<file path="src/pieb_pkg.sv">
// Constants, register map and carrier types for the peripheral interrupt
// enable and request-flag bank.
// Assumes one 100 MHz clock and an AXI4-Lite master, 32-bit data.
//
// Function
// - Request flags set on their events regardless of any enable bit.
// - Sources behind enable registers one to eight need the peripheral enable.
// - Change-detect summary flag is read-only OR of all per-port change flags.
// - Timer zero overflow sets flag register 0 bit 5 until software clears.
// - External event on the pin-selected input sets flag register 0 bit 0.
// - Flag register 0 holds bits 5, 4, 0; bit 4 read-only; reset zero.
// - Flag register 1 holds bits 7, 6, 1, 0; hardware-set, read/write, reset zero.
// - Oscillator fail-safe event sets flag register 1 bit 7 until cleared.
// - Enable register 4 bits 5 to 0 enable the six timer interrupts.
// - Enable register 5 holds logic cell and timer gate enables.
// - Enable register 6 bits 3 to 0 enable capture units four to one.
// - Enable register 7 holds memory, oscillator and waveform generator enables.
// - Enable register 8 bits 2 to 0 enable the measurement timer interrupts.
// - Global enable passes enabled interrupts to core_irq_req when 1, blocks them when 0; irq ignores it.
// - Enable register 0 sources reach the core without the peripheral enable.
// - Edge select picks rising when 1, falling when 0; resets to 1.

package pieb_pkg;

  // ----------------------------------------------------------------------
  // Bus geometry
  // ----------------------------------------------------------------------
  localparam int ADDR_W = 16;
  localparam int DATA_W = 32;
  localparam int IDX_W  = 14;

  // ----------------------------------------------------------------------
  // Register indices; byte address is four times the index
  // ----------------------------------------------------------------------
  localparam logic [IDX_W-1:0] IDX_CTRL   = 14'h000B;
  localparam logic [IDX_W-1:0] IDX_FLAG0  = 14'h070C;
  localparam logic [IDX_W-1:0] IDX_FLAG1  = 14'h070D;
  localparam logic [IDX_W-1:0] IDX_EN0    = 14'h0716;
  localparam logic [IDX_W-1:0] IDX_EN1    = 14'h0717;
  localparam logic [IDX_W-1:0] IDX_EN4    = 14'h071A;
  localparam logic [IDX_W-1:0] IDX_EN5    = 14'h071B;
  localparam logic [IDX_W-1:0] IDX_EN6    = 14'h071C;
  localparam logic [IDX_W-1:0] IDX_EN7    = 14'h071D;
  localparam logic [IDX_W-1:0] IDX_EN8    = 14'h071E;
  localparam logic [IDX_W-1:0] IDX_PINSEL = 14'h07F0;
  localparam logic [IDX_W-1:0] IDX_ISTAT  = 14'h07F1;
  localparam logic [IDX_W-1:0] IDX_IMASK  = 14'h07F2;
  localparam logic [IDX_W-1:0] IDX_STATE  = 14'h07F3;

  // ----------------------------------------------------------------------
  // Writable bit masks and reset values
  // ----------------------------------------------------------------------
  localparam logic [7:0] MSK_CTRL   = 8'hC1;
  localparam logic [7:0] MSK_FLAG0  = 8'h21;
  localparam logic [7:0] MSK_FLAG1  = 8'hC3;
  localparam logic [7:0] MSK_EN0    = 8'h31;
  localparam logic [7:0] MSK_EN1    = 8'hC3;
  localparam logic [7:0] MSK_EN4    = 8'h3F;
  localparam logic [7:0] MSK_EN5    = 8'hF7;
  localparam logic [7:0] MSK_EN6    = 8'h0F;
  localparam logic [7:0] MSK_EN7    = 8'h33;
  localparam logic [7:0] MSK_EN8    = 8'h07;
  localparam logic [7:0] MSK_PINSEL = 8'h07;
  localparam logic [5:0] MSK_IRQ    = 6'h3F;
  localparam logic [7:0] RST_CTRL   = 8'h01;
  localparam logic [7:0] RST_ZERO   = 8'h00;

  // ----------------------------------------------------------------------
  // Field positions
  // ----------------------------------------------------------------------
  localparam int BIT_GLOBAL_EN  = 7;
  localparam int BIT_PERIPH_EN  = 6;
  localparam int BIT_EDGE_SEL   = 0;
  localparam int BIT_TMR0_FLAG  = 5;
  localparam int BIT_CHG_FLAG   = 4;
  localparam int BIT_EXT_FLAG   = 0;
  localparam int BIT_OSC_FLAG   = 7;
  localparam int BIT_CSW_FLAG   = 6;
  localparam int BIT_CTHR_FLAG  = 1;
  localparam int BIT_CDONE_FLAG = 0;
  localparam int NUM_EXT_PINS   = 8;
  localparam int NUM_CHG_FLAGS  = 40;

  localparam logic [1:0] RESP_OKAY   = 2'h0;
  localparam logic [1:0] RESP_SLVERR = 2'h2;

  // ----------------------------------------------------------------------
  // Carriers
  // ----------------------------------------------------------------------
  typedef struct packed {
    logic              awvalid;
    logic [ADDR_W-1:0] awaddr;
    logic              wvalid;
    logic [DATA_W-1:0] wdata;
    logic [3:0]        wstrb;
    logic              bready;
    logic              arvalid;
    logic [ADDR_W-1:0] araddr;
    logic              rready;
  } pieb_axil_req_s;

  typedef struct packed {
    logic              awready;
    logic              wready;
    logic              bvalid;
    logic [1:0]        bresp;
    logic              arready;
    logic              rvalid;
    logic [DATA_W-1:0] rdata;
    logic [1:0]        rresp;
  } pieb_axil_rsp_s;

  // Peripheral event strobes, one bit per hardware-set flag except the external pin flag
  typedef struct packed {
    logic tmr0_ovf;
    logic osc_fail;
    logic clk_switch;
    logic conv_thresh;
    logic conv_done;
  } pieb_event_s;

  // Request flags of registers 4 to 8, kept by other blocks
  typedef struct packed {
    logic [7:0] flags8;
    logic [7:0] flags7;
    logic [7:0] flags6;
    logic [7:0] flags5;
    logic [7:0] flags4;
  } pieb_hiflags_s;

endpackage : pieb_pkg

</file>
<file path="src/pieb_top.sv">
// Interrupt enable and request-flag bank with an AXI4-Lite register
// slave, sticky event status with mask, and the core request.
// Assumes all inputs synchronous to aclk; event strobes may be one cycle
// or longer; flags of registers 4 to 8 arrive as levels.
//
// Decided for this implementation: the AXI4-Lite register port.

module pieb_top
  import pieb_pkg::*;
(
  // Clock and reset
  input  wire logic                     aclk,
  input  wire logic                     aresetn,
  // Register bus
  input  wire pieb_axil_req_s           axil_req,
  output      pieb_axil_rsp_s           axil_rsp,
  // Peripheral events and flags kept elsewhere
  input  wire pieb_event_s              events,
  input  wire logic [NUM_CHG_FLAGS-1:0] per_port_change_flags,
  input  wire logic [NUM_EXT_PINS-1:0]  ext_pins,
  input  wire pieb_hiflags_s            hi_flags,
  // Interrupt outputs
  output      logic                     core_irq_req,
  output      logic                     irq
);

  // ----------------------------------------------------------------------
  // Helpers
  // ----------------------------------------------------------------------

  // Byte address to register index; low two bits ignored
  function automatic logic [IDX_W-1:0] to_idx(input logic [ADDR_W-1:0] a);
    return a[ADDR_W-1:2];
  endfunction : to_idx

  // Merge a written byte, touching only writable bits
  function automatic logic [7:0] merge(input logic [7:0] cur,
                                       input logic [7:0] wd,
                                       input logic [7:0] msk);
    return (cur & ~msk) | (wd & msk);
  endfunction : merge

  // True when an index names a mapped register
  function automatic logic is_mapped(input logic [IDX_W-1:0] i);
    return (i == IDX_CTRL)  || (i == IDX_FLAG0) || (i == IDX_FLAG1) ||
           (i == IDX_EN0)   || (i == IDX_EN1)   || (i == IDX_EN4)   ||
           (i == IDX_EN5)   || (i == IDX_EN6)   || (i == IDX_EN7)   ||
           (i == IDX_EN8)   || (i == IDX_PINSEL) || (i == IDX_ISTAT) ||
           (i == IDX_IMASK) || (i == IDX_STATE);
  endfunction : is_mapped

  // ----------------------------------------------------------------------
  // Declarations
  // ----------------------------------------------------------------------
  logic              awready_r;
  logic              wready_r;
  logic              bvalid_r;
  logic [1:0]        bresp_r;
  logic              arready_r;
  logic              rvalid_r;
  logic [DATA_W-1:0] rdata_r;
  logic [1:0]        rresp_r;
  logic              aw_full_r;
  logic              w_full_r;
  logic [IDX_W-1:0]  aw_idx_r;
  logic [7:0]        wbyte_r;
  logic              wlane_r;

  logic [7:0]        ctrl_r;
  logic [7:0]        flag0_r;
  logic [7:0]        flag1_r;
  logic [7:0]        en0_r;
  logic [7:0]        en1_r;
  logic [7:0]        en4_r;
  logic [7:0]        en5_r;
  logic [7:0]        en6_r;
  logic [7:0]        en7_r;
  logic [7:0]        en8_r;
  logic [7:0]        pinsel_r;
  logic [5:0]        istat_r;
  logic [5:0]        imask_r;
  logic              pin_prev_r;
  logic              core_irq_r;
  logic              irq_r;

  logic              aw_hs;
  logic              w_hs;
  logic              ar_hs;
  logic              wr_do;
  logic              wr_ok;
  logic              aw_full_nxt;
  logic              w_full_nxt;
  logic [7:0]        flag0_nxt;
  logic [7:0]        flag1_nxt;
  logic [5:0]        istat_nxt;
  logic              chg_summary;
  logic              pin_now;
  logic              ext_event;
  logic              grp0_pend;
  logic              grp_periph_pend;
  logic              core_irq_nxt;
  logic [5:0]        irq_events;
  logic [7:0]        rd_byte;

  // ----------------------------------------------------------------------
  // Write channel: address and data taken in either order
  // ----------------------------------------------------------------------
  assign aw_hs = axil_req.awvalid & awready_r;
  assign w_hs  = axil_req.wvalid & wready_r;
  // Commit once both halves are held and the last response is gone
  assign wr_do = aw_full_r & w_full_r & ~bvalid_r;
  // Only the low lane carries register data
  assign wr_ok = wr_do & wlane_r & is_mapped(aw_idx_r);

  assign aw_full_nxt = (aw_full_r | aw_hs) & ~wr_do;
  assign w_full_nxt  = (w_full_r | w_hs) & ~wr_do;

  // Holding slots for address and data
  always_ff @(posedge aclk) begin
    if (!aresetn) begin
      aw_full_r <= 1'b0;
      w_full_r  <= 1'b0;
      awready_r <= 1'b0;
      wready_r  <= 1'b0;
      aw_idx_r  <= '0;
      wbyte_r   <= RST_ZERO;
      wlane_r   <= 1'b0;
    end else begin
      aw_full_r <= aw_full_nxt;
      w_full_r  <= w_full_nxt;
      awready_r <= ~aw_full_nxt;
      wready_r  <= ~w_full_nxt;
      if (aw_hs) begin
        aw_idx_r <= to_idx(axil_req.awaddr);
      end
      if (w_hs) begin
        wbyte_r <= axil_req.wdata[7:0];
        wlane_r <= axil_req.wstrb[0];
      end
    end
  end

  // Write response; unmapped addresses answer with a slave error
  always_ff @(posedge aclk) begin
    if (!aresetn) begin
      bvalid_r <= 1'b0;
      bresp_r  <= RESP_OKAY;
    end else if (wr_do) begin
      bvalid_r <= 1'b1;
      bresp_r  <= is_mapped(aw_idx_r) ? RESP_OKAY : RESP_SLVERR;
    end else if (bvalid_r && axil_req.bready) begin
      bvalid_r <= 1'b0;
    end
  end

  // ----------------------------------------------------------------------
  // Control and enable registers
  // ----------------------------------------------------------------------

  // Global enable, peripheral enable, edge select (resets high)
  always_ff @(posedge aclk) begin
    if (!aresetn) begin
      ctrl_r <= RST_CTRL;
    end else if (wr_ok && aw_idx_r == IDX_CTRL) begin
      ctrl_r <= merge(ctrl_r, wbyte_r, MSK_CTRL);
    end
  end

  // Enable banks; the masks keep unimplemented bits zero
  always_ff @(posedge aclk) begin
    if (!aresetn) begin
      en0_r <= RST_ZERO;
      en1_r <= RST_ZERO;
      en4_r <= RST_ZERO;
      en5_r <= RST_ZERO;
      en6_r <= RST_ZERO;
      en7_r <= RST_ZERO;
      en8_r <= RST_ZERO;
    end else if (wr_ok) begin
      if (aw_idx_r == IDX_EN0) en0_r <= merge(en0_r, wbyte_r, MSK_EN0);
      if (aw_idx_r == IDX_EN1) en1_r <= merge(en1_r, wbyte_r, MSK_EN1);
      if (aw_idx_r == IDX_EN4) en4_r <= merge(en4_r, wbyte_r, MSK_EN4);
      if (aw_idx_r == IDX_EN5) en5_r <= merge(en5_r, wbyte_r, MSK_EN5);
      if (aw_idx_r == IDX_EN6) en6_r <= merge(en6_r, wbyte_r, MSK_EN6);
      if (aw_idx_r == IDX_EN7) en7_r <= merge(en7_r, wbyte_r, MSK_EN7);
      if (aw_idx_r == IDX_EN8) en8_r <= merge(en8_r, wbyte_r, MSK_EN8);
    end
  end

  // External input pin select
  always_ff @(posedge aclk) begin
    if (!aresetn) begin
      pinsel_r <= RST_ZERO;
    end else if (wr_ok && aw_idx_r == IDX_PINSEL) begin
      pinsel_r <= merge(pinsel_r, wbyte_r, MSK_PINSEL);
    end
  end

  // ----------------------------------------------------------------------
  // External edge detection
  // ----------------------------------------------------------------------
  // Re-selecting the pin can look like an edge; software clears the
  // external flag afterwards, as with any enable.
  assign pin_now   = ext_pins[pinsel_r[2:0]];
  assign ext_event = ctrl_r[BIT_EDGE_SEL] ? (pin_now & ~pin_prev_r)
                                          : (~pin_now & pin_prev_r);

  // Previous level of the selected pin
  always_ff @(posedge aclk) begin
    if (!aresetn) begin
      pin_prev_r <= 1'b0;
    end else begin
      pin_prev_r <= pin_now;
    end
  end

  // ----------------------------------------------------------------------
  // Request flags
  // ----------------------------------------------------------------------
  // The summary is pure logic: it drops only once every per-port
  // flag is clear; writes to it are ignored.
  assign chg_summary = |per_port_change_flags;

  // Flag register 0: software value first, hardware set wins over a clear
  always_comb begin
    flag0_nxt = flag0_r;
    if (wr_ok && aw_idx_r == IDX_FLAG0) begin
      flag0_nxt = merge(flag0_r, wbyte_r, MSK_FLAG0);
    end
    if (events.tmr0_ovf) flag0_nxt[BIT_TMR0_FLAG] = 1'b1;
    if (ext_event)       flag0_nxt[BIT_EXT_FLAG]  = 1'b1;
    flag0_nxt[BIT_CHG_FLAG] = 1'b0;
  end

  // Flag register 1: all four flags hardware-set and writable
  always_comb begin
    flag1_nxt = flag1_r;
    if (wr_ok && aw_idx_r == IDX_FLAG1) begin
      flag1_nxt = merge(flag1_r, wbyte_r, MSK_FLAG1);
    end
    if (events.osc_fail)    flag1_nxt[BIT_OSC_FLAG]   = 1'b1;
    if (events.clk_switch)  flag1_nxt[BIT_CSW_FLAG]   = 1'b1;
    if (events.conv_thresh) flag1_nxt[BIT_CTHR_FLAG]  = 1'b1;
    if (events.conv_done)   flag1_nxt[BIT_CDONE_FLAG] = 1'b1;
  end

  // Flag storage
  always_ff @(posedge aclk) begin
    if (!aresetn) begin
      flag0_r <= RST_ZERO;
      flag1_r <= RST_ZERO;
    end else begin
      flag0_r <= flag0_nxt;
      flag1_r <= flag1_nxt;
    end
  end

  // ----------------------------------------------------------------------
  // Core request gating
  // ----------------------------------------------------------------------
  // Stale flags are not hidden: a pending flag raises the request as
  // soon as its enable is set.
  assign grp0_pend = |({flag0_r[7:5], chg_summary, flag0_r[3:0]} & en0_r);
  assign grp_periph_pend = |(flag1_r & en1_r)
                         | |(hi_flags.flags4 & en4_r)
                         | |(hi_flags.flags5 & en5_r)
                         | |(hi_flags.flags6 & en6_r)
                         | |(hi_flags.flags7 & en7_r)
                         | |(hi_flags.flags8 & en8_r);
  assign core_irq_nxt = ctrl_r[BIT_GLOBAL_EN] &
                        (grp0_pend |
                         (ctrl_r[BIT_PERIPH_EN] & grp_periph_pend));

  // Registered request to the core, one cycle behind the flags
  always_ff @(posedge aclk) begin
    if (!aresetn) begin
      core_irq_r <= 1'b0;
    end else begin
      core_irq_r <= core_irq_nxt;
    end
  end

  // ----------------------------------------------------------------------
  // Sticky event status, mask and interrupt line
  // ----------------------------------------------------------------------
  assign irq_events = {events.conv_done, events.conv_thresh, events.clk_switch,
                       events.osc_fail, events.tmr0_ovf, ext_event};

  // Write one to clear; an event in the same cycle keeps the bit set
  always_comb begin
    istat_nxt = istat_r;
    if (wr_ok && aw_idx_r == IDX_ISTAT) begin
      istat_nxt = istat_r & ~(wbyte_r[5:0] & MSK_IRQ);
    end
    istat_nxt = istat_nxt | irq_events;
  end

  // Status, mask and the level interrupt output
  always_ff @(posedge aclk) begin
    if (!aresetn) begin
      istat_r <= '0;
      imask_r <= '0;
      irq_r   <= 1'b0;
    end else begin
      istat_r <= istat_nxt;
      if (wr_ok && aw_idx_r == IDX_IMASK) begin
        imask_r <= wbyte_r[5:0] & MSK_IRQ;
      end
      irq_r <= |(istat_r & imask_r);
    end
  end

  // ----------------------------------------------------------------------
  // Read channel
  // ----------------------------------------------------------------------
  assign ar_hs = axil_req.arvalid & arready_r;

  // Read mux; the change summary is sampled live
  always_comb begin
    rd_byte = RST_ZERO;
    unique case (to_idx(axil_req.araddr))
      IDX_CTRL:   rd_byte = ctrl_r;
      IDX_FLAG0:  rd_byte = flag0_r | (8'(chg_summary) << BIT_CHG_FLAG);
      IDX_FLAG1:  rd_byte = flag1_r;
      IDX_EN0:    rd_byte = en0_r;
      IDX_EN1:    rd_byte = en1_r;
      IDX_EN4:    rd_byte = en4_r;
      IDX_EN5:    rd_byte = en5_r;
      IDX_EN6:    rd_byte = en6_r;
      IDX_EN7:    rd_byte = en7_r;
      IDX_EN8:    rd_byte = en8_r;
      IDX_PINSEL: rd_byte = pinsel_r;
      IDX_ISTAT:  rd_byte = {2'h0, istat_r};
      IDX_IMASK:  rd_byte = {2'h0, imask_r};
      IDX_STATE:  rd_byte = {4'h0, grp0_pend, grp_periph_pend, chg_summary,
                             core_irq_r};
      default:    rd_byte = RST_ZERO;
    endcase
  end

  // One read at a time; ready drops while the data waits for rready
  always_ff @(posedge aclk) begin
    if (!aresetn) begin
      arready_r <= 1'b0;
      rvalid_r  <= 1'b0;
      rdata_r   <= '0;
      rresp_r   <= RESP_OKAY;
    end else if (ar_hs) begin
      arready_r <= 1'b0;
      rvalid_r  <= 1'b1;
      rdata_r   <= {24'h000000, rd_byte};
      rresp_r   <= is_mapped(to_idx(axil_req.araddr)) ? RESP_OKAY : RESP_SLVERR;
    end else if (rvalid_r && axil_req.rready) begin
      rvalid_r  <= 1'b0;
      arready_r <= 1'b1;
    end else if (!rvalid_r) begin
      arready_r <= 1'b1;
    end
  end

  // ----------------------------------------------------------------------
  // Outputs, all from flip-flops
  // ----------------------------------------------------------------------
  assign axil_rsp.awready = awready_r;
  assign axil_rsp.wready  = wready_r;
  assign axil_rsp.bvalid  = bvalid_r;
  assign axil_rsp.bresp   = bresp_r;
  assign axil_rsp.arready = arready_r;
  assign axil_rsp.rvalid  = rvalid_r;
  assign axil_rsp.rdata   = rdata_r;
  assign axil_rsp.rresp   = rresp_r;
  assign core_irq_req     = core_irq_r;
  assign irq              = irq_r;

endmodule : pieb_top

</file>
<file path="config.mk">
export PLATFORM = sky130hd
export DESIGN_NAME = pieb_top
export DESIGN_NICKNAME = d
export VERILOG_FILES = /design/src/pieb_pkg.sv /design/src/pieb_top.sv
export SDC_FILE = /design/constraint.sdc
export NUM_CORES = 1
export LEC_CHECK = 0
export BUFFER_PORTS_ARGS = -buffer_cell sky130_fd_sc_hd__buf_2
export CAP_MARGIN = 5
export CORE_UTILIZATION = 52
export DETAILED_ROUTE_END_ITERATION = 10
export PLACE_DENSITY = 0.86
export RECOVER_POWER = 25
export SETUP_SLACK_MARGIN = 0.1
export SLEW_MARGIN = 10
export SYNTH_ARGS = -nofsm -noshare
export SYNTH_HDL_FRONTEND = slang
export SYNTH_SLANG_ARGS = --single-unit
</file>
<file path="constraint.sdc">
create_clock -name aclk -period 3.99 [get_ports aclk]
set_input_delay 0.1995 -clock aclk [delete_from_list [all_inputs] [get_ports aclk]]
set_output_delay 0.1995 -clock aclk [all_outputs]
set_load 0.1 [all_outputs]
</file>
==> out/results.ini, run 1 <==
[clock_tree]
worst_skew_pair.late_latency_ns=0.37
post_cts_resize_count=0
cts_tree=yes
clock_tree.root_cell=clkbuf_8
cts_hold_repair.buffers=0
cts_max_path_buffers=2
clock_sink_count=98
htree_levels=3
clkSlewWorstSetupHoldPaths_ns=0.10
cts-buffers-inserted=9
postCtsSetupRepairBufs=0

[timing]
totalNegativeSetupSlack_ns=0
setup_viol=0
clock_skew_ns=0.01441
finalWorstPathRequiredPeriod_ns=2.699
final-max-slew-violation-count=35
layout_worst_path_cycle_share_pct=67.63
setup_repair_after_global_routing_missed_its_margin=false
relative_slew_slack_pct=-10.54
report.final.hold_viol_count=0
timing_worst_slew_pin_value_ns=1.658
f_max_ghz=0.3706

[global_route]
first_global_vias=4686
wire_length_of_the_first_global_routing_pass_um=23120
maximum_number_of_pins_on_one_net_before_global_route_repair=69
antenna_violations_before_repair=0
globalRouteTotalUtil_pct=30.03
globalRouteOverflowTotal=0

[layout]
n_fill_cell=829
regArea_mm2=0.001962
nets=886
drive_above_1_share_pct=22.68
multi_input_comb_area_mm2=0.002801
antenna_cells=0
post_route_cell_area_mm2=0.005851
flow.area_growth_from_synthesis_pct=15.97
final_core_util_pct=62.72

[die]
chip_height_um=100.5
initial_cell_density_of_the_core_pct=54.08
die_w_um=100.5
top_level_ports=211
core_mm2=0.009328
floorplan.rows=35
fp.dieArea_mm2=0.01010

[setup_path]
critical_path.max_fanout=68
worstSetupStartpointType=input pin
critPathArrivalTime_ns=2.96
crit_start=aresetn
kind_of_critical_path=input pin to flop
required_time_at_the_worst_slack_endpoint_ns=4.25
critPathCaptureType=flop
worst_r2r_startpoint=aw_idx_r[5]

[logic_synthesis]
synth_area_per_cell_um2=8.325
netlist_area_pre_place_mm2=0.005045
post_synth_inst_count=606
synth_seq_area_share_pct=38.89
synth_cell_type_count=64
proportion_of_synthesized_flip_flops_having_asynchronous_set_or_reset_pct=0
synth-edff-count=0
yosys_most_used_dff=dfxtp_1
synth_seq_cells=98
ys_warn_count=0

[route]
postRouteAntennaNets=0
wirelength_routed_um=14930
via_count=5055
first_pass_iters=6
route.detailed.vias_per_inst=5.933
wl_per_cell_um=17.52
drt_iter0_drc=322
drc_errors=0

[min_path]
hold_path_class=input pin to flop
min-delay-start=axil_req[68]

[power_and_ir_drop]
pwr_dens_mw_per_mm2=349.7
power_frac_comb_pct=16.2
cell_internal_pwr_w=0.001391
power.net_switching_w=0.0006544
power.clock.fraction_pct=33.0
swShare_pct=31.99
leakage_nw=2.481
power.share.sequential_pct=50.8
irDropWorstVdd_uv=252.3

[job]
maxCapViolCount=1

[place]
placement.cell_area_mm2=0.005644
place_hpwl_um=11510
gpl.final_weighted_congestion=0.9656
place.port_buffers=137

[status]
status=finished, violations left
violated_checks=capacitance limit, slew limit

==> cell usage after synthesis, types with 5 or more instances <==
| cell type | number | share of area [%] |
|---|---|---|
| a31oi_1 | 9 | 1.1 |
| or3_1 | 6 | 0.74 |
| mux2i_1 | 51 | 10 |
| nand3_1 | 20 | 2.0 |
| dfxtp_1 | 98 | 39 |
| a21oi_1 | 36 | 3.6 |
| nand4_1 | 12 | 1.5 |
| nor2b_1 | 9 | 1.1 |
| o21ai_0 | 15 | 1.5 |
| nor3_1 | 9 | 0.89 |
| inv_1 | 6 | 0.45 |
| nand2_1 | 100 | 7.4 |
| buf_4 | 31 | 4.6 |
| a22oi_1 | 25 | 3.7 |
| nor4_1 | 14 | 1.7 |
| o21ai_1 | 6 | 0.60 |
| nand4b_1 | 5 | 0.87 |
| nor2_1 | 51 | 3.8 |
| clkbuf_1 | 30 | 2.2 |
==> cells in the final DEF, fill, tap and decap left out, types with 9 or more instances in the layout <==
cell type,synthesis,final
a21oi_1,36,36
a22oi_1,25,25
a31oi_1,9,9
buf_2,0,136
clkbuf_8,0,9
conb_1,1,26
dfxtp_1,98,98
mux2i_1,51,51
nand2_1,100,100
nand3_1,20,20
nand4_1,12,12
nor2_1,51,51
nor2b_1,9,9
nor3_1,9,9
nor4_1,14,14
o21ai_0,15,15
==> power by group through the flow <==
stage	clock network (W)	logic, W	registers, W
2_1_floorplan	0	0.000262	0.00105
3_3_place_gp	0	0.000323	0.00106
3_5_place_dp	0	0.000328	0.00106
4_1_cts	0.000681	0.000329	0.00104
5_1_grt	0.000728	0.000352	0.00104
6_report	0.000675	0.000331	0.00104
==> layout make-up <==
cell class                 instances  share of cell area (%)
multi-input combinational        464                   47.88
inverter                           7                  0.4491
sequential                        98                   33.53
timing repair buffer             138                   11.78
clock inverter                     7                   1.476
tap                              129                   2.759
clock buffer                       9                   2.117
==> state kept, by name, summed over array words and instances, names as in the netlist, 4 cells and up <==
name	flops
wbyte_r	8
imask_r	6
flag1_r	4
rdata_r	8
en7_r	4
istat_r	6
en1_r	4
aw_idx_r	14
en5_r	7
en6_r	4
en4_r	6
==> worst max-delay path, stage by stage <==
cell	delay [ns]
clkbuf_1	1.17
clkinv_1	0.28
clkbuf_2	0.80
a31oi_1	0.47
==> cells by family after synthesis <==
group | share of synthesized area (%)
AND/OR/NAND/NOR | 26.93
AO/OA/AOI/OAI | 15.25
flip-flops | 38.89
buffers and inverters | 7.440
multiplexers | 11.24
XOR/XNOR | 0.1736
other | 0.07433
==> layer usage <==
layer,vias up,part of all wire (%),global-route usage (%)
li1,2374,-,-
met1,2346,41,36.05
met2,289,48,52.27
met3,46,7.8,5.617
met4,0,3.5,13.38
met5,-,0,0
==> path summary, 6_finish.rpt <==
check	to	slack, ns	cells past startpoint
max reg2reg	en4_r[2]	1.79	5
min reg2reg	rdata_r[7]	0.45	2
min	aw_idx_r[10]	0.05	3
max	irq	1.29	4
==> per-stage QoR <==
step / instances / hold slack, ns / power, W / setup WS [ns]
after floorplan: 631 / 0.3355 / 0.001312 / 2.125
after global placement: 836 / 0.4331 / 0.001382 / 1.841
after detailed placement: 836 / 0.4396 / 0.001389 / 1.831
after CTS: 852 / 0.04502 / 0.002048 / 1.801
after global routing: 852 / 0.03800 / 0.002122 / 1.135
final: 852 / 0.05448 / 0.002046 / 1.291
(Power assumes the default switching activity.)
==> run 2: changes to the inputs <==
- CORE_UTILIZATION: 52 -> 44
- PLACE_DENSITY: 0.86 -> 0.77
- clock period: 3.99 -> 2.3 ns (I/O delays scaled with it)
==> run 2 against run 1 <==
Net effect:
- largest power group unchanged
- critical path type is now flop to flop
- die area grew 18%
- the flow now finishes without violations
- global-route usage fell by 3.3 points
- sequential share of layout area fell by 1.7 points
- utilization fell by 6.6 points
- register-to-register slack worse by 1.5 ns
==> out/results.ini, run 2 (same netlist as run 1, synthesis figures left out) <==
[layout]
n_fill_cell=1002  ; +21%
antenna_cells=0  ; unchanged
largest_register_ffs=14  ; unchanged
nets=904  ; +2.0%
flow.area_growth_from_synthesis_pct=22.15
layout.cells.most_common_list=buf_2, nand2_1, dfxtp_1
largest-register=aw_idx_r
reg.largest.list=aw_idx_r x14, rdata_r x8, wbyte_r x8
layout_commonest_cell=buf_2
final_core_util_pct=56.11  ; -6.6 points
drive_above_1_share_pct=23.89  ; +1.2 points

[place]
place_hpwl_um=11960  ; +3.9%
place.port_buffers=137  ; unchanged
gpl.final_weighted_congestion=0.9340  ; -3.3%
post-place-ws_ns=0.2087  ; -1.622 ns

[timing]
setup_viol=0  ; unchanged
clock_skew_ns=0.01171  ; -0.002700 ns
f_max_ghz=0.4883
layout_setup_ws_ns=0.2522  ; -1.039 ns
setup_repair_after_global_routing_missed_its_margin=true
relative_slew_slack_pct=44.28  ; +55 points
totalNegativeSetupSlack_ns=0  ; unchanged
finalWorstPathRequiredPeriod_ns=2.048
final-max-slew-violation-count=0  ; -100%
layout_worst_path_cycle_share_pct=89.04
report.final.hold_viol_count=0  ; unchanged
timing_worst_slew_pin_value_ns=0.8287  ; -0.8294 ns

[clock_tree]
clock_tree.root_cell=clkbuf_16
cts_tree=yes
cts_max_path_buffers=2  ; unchanged
worst_skew_pair.late_latency_ns=0.35  ; -0.02 ns
clock_sink_count=98  ; unchanged
htree_levels=3  ; unchanged
cts-buffers-inserted=9  ; unchanged
clkSlewWorstSetupHoldPaths_ns=0.07  ; -0.03 ns

[die]
core_mm2=0.01098  ; +18%
floorplan.rows=38  ; +8.6%
fp.dieArea_mm2=0.01190  ; +18%
top_level_ports=211  ; unchanged
initial_cell_density_of_the_core_pct=45.93  ; -8.2 points
chip_height_um=109.1  ; +8.5%
die_w_um=109.1  ; +8.5%

[route]
first_pass_iters=5  ; -1
wirelength_routed_um=15630  ; +4.7%
route.detailed.vias_per_inst=5.780  ; -2.6%
drt_iter0_drc=364  ; +13%
via_count=5092  ; +0.73%
wl_per_cell_um=17.74  ; +1.2%
drc_errors=0  ; unchanged
postRouteAntennaNets=0  ; unchanged

[power_and_ir_drop]
irDropWorstVdd_uv=448.8  ; +78%
pwr_dens_mw_per_mm2=662.5  ; +89%
totalPowerFinal_w=0.004082  ; +100%
leakage_nw=2.627  ; +5.9%

[global_route]
wire_length_of_the_first_global_routing_pass_um=23750  ; +2.7%
first_global_vias=4699  ; +0.28%
globalRouteOverflowTotal=0  ; unchanged
globalRouteTotalUtil_pct=26.77  ; -3.3 points
maximum_number_of_pins_on_one_net_before_global_route_repair=69  ; unchanged
antenna_violations_before_repair=0  ; unchanged

[min_path]
hold_path_class=input pin to flop

[setup_path]
critical_path.reg2reg.endpoint=en1_r[1]
worst_reg_to_reg_setup_slack_ns=0.25  ; -1.54 ns
worstRegToRegCells=5  ; unchanged
worstSetupStartpointType=flop
timing.critical_path.to=en1_r[1]
worst_r2r_startpoint=aw_idx_r[5]
critical_path.max_fanout=6  ; -91%
critPathArrivalTime_ns=2.26  ; -0.70 ns
crit_start=aw_idx_r[5]
required_time_at_the_worst_slack_endpoint_ns=2.51  ; -1.74 ns
kind_of_critical_path=flop to flop
critPathCaptureType=flop

[job]
maxCapViolCount=0  ; -1

[status]
status=finished, final reports clean

==> run 2: critical path, stage by stage, from the launching register on <==
cell and delay (ns):
dfxtp_1 0.35, or4b_4 0.56, nor4_4 0.32, nand4_1 0.36, mux2i_1 0.27, nor2_1 0.06
==> run 2: worst min-delay path by stage <==
stage / slack, ns / to / startpoint / depth (start not counted)
2_1_floorplan: 0.25 / wlane_r / axil_req[19] / 2
3_3_place_gp: 0.36 / aw_idx_r[6] / axil_req[64] / 3
3_5_place_dp: 0.36 / wbyte_r[2] / axil_req[25] / 3
4_1_cts: 0.002 / aw_idx_r[9] / axil_req[67] / 3
5_1_grt: 0.006 / wbyte_r[6] / axil_req[29] / 3
6_report: 0.01 / wbyte_r[0] / axil_req[23] / 3
==> run 2: cell type report <==
class / count / area [µm²] / share of cell area (%)
multi-input combinational: 464 / 2809 / 45.58
sequential: 98 / 1962 / 31.84
timing repair buffer: 156 / 854.6 / 13.87
clock buffer: 10 / 239.0 / 3.878
tap: 140 / 175.2 / 2.843
clock inverter: 6 / 96.34 / 1.563
inverter: 7 / 26.28 / 0.4264
==> run 2: metal layers <==
layer / global-route usage [%] / wire length [µm]
met4: 15.15 / 655
met1: 32.61 / 6378
met5: 0 / 0
met3: 5.798 / 1328
met2: 43.53 / 7268
==> run 2: per-stage QoR <==
stage / instances / cell area, µm² / hold WS (ns)
final: 881 / 6162 / 0.01006
after global routing: 881 / 6162 / 0.006322
after CTS: 879 / 6131 / 0.002102
after detailed placement: 856 / 5725 / 0.3633
after global placement: 856 / 5725 / 0.3568
after floorplan: 631 / 5139 / 0.2510
==> run 2: power by group <==
| part | switching, W | internal [W] | total (W) | leakage [nW] |
|---|---|---|---|---|
| combinational | 0.000430 | 0.000162 | 0.000592 | 1.67 |
| sequential | 0.0000621 | 0.00174 | 0.00181 | 0.797 |
| clock | 0.000688 | 0.000997 | 0.00168 | 0.161 |
| total | 0.00118 | 0.00290 | 0.00408 | 2.63 |
==> run 2: what timing repair did <==
item,4_1_cts,5_1_grt
setup endpoints to repair,0,16
hold endpoints to repair,7,0
gates resized for setup,0,2
hold buffers,7,0
buffers inserted,0,2
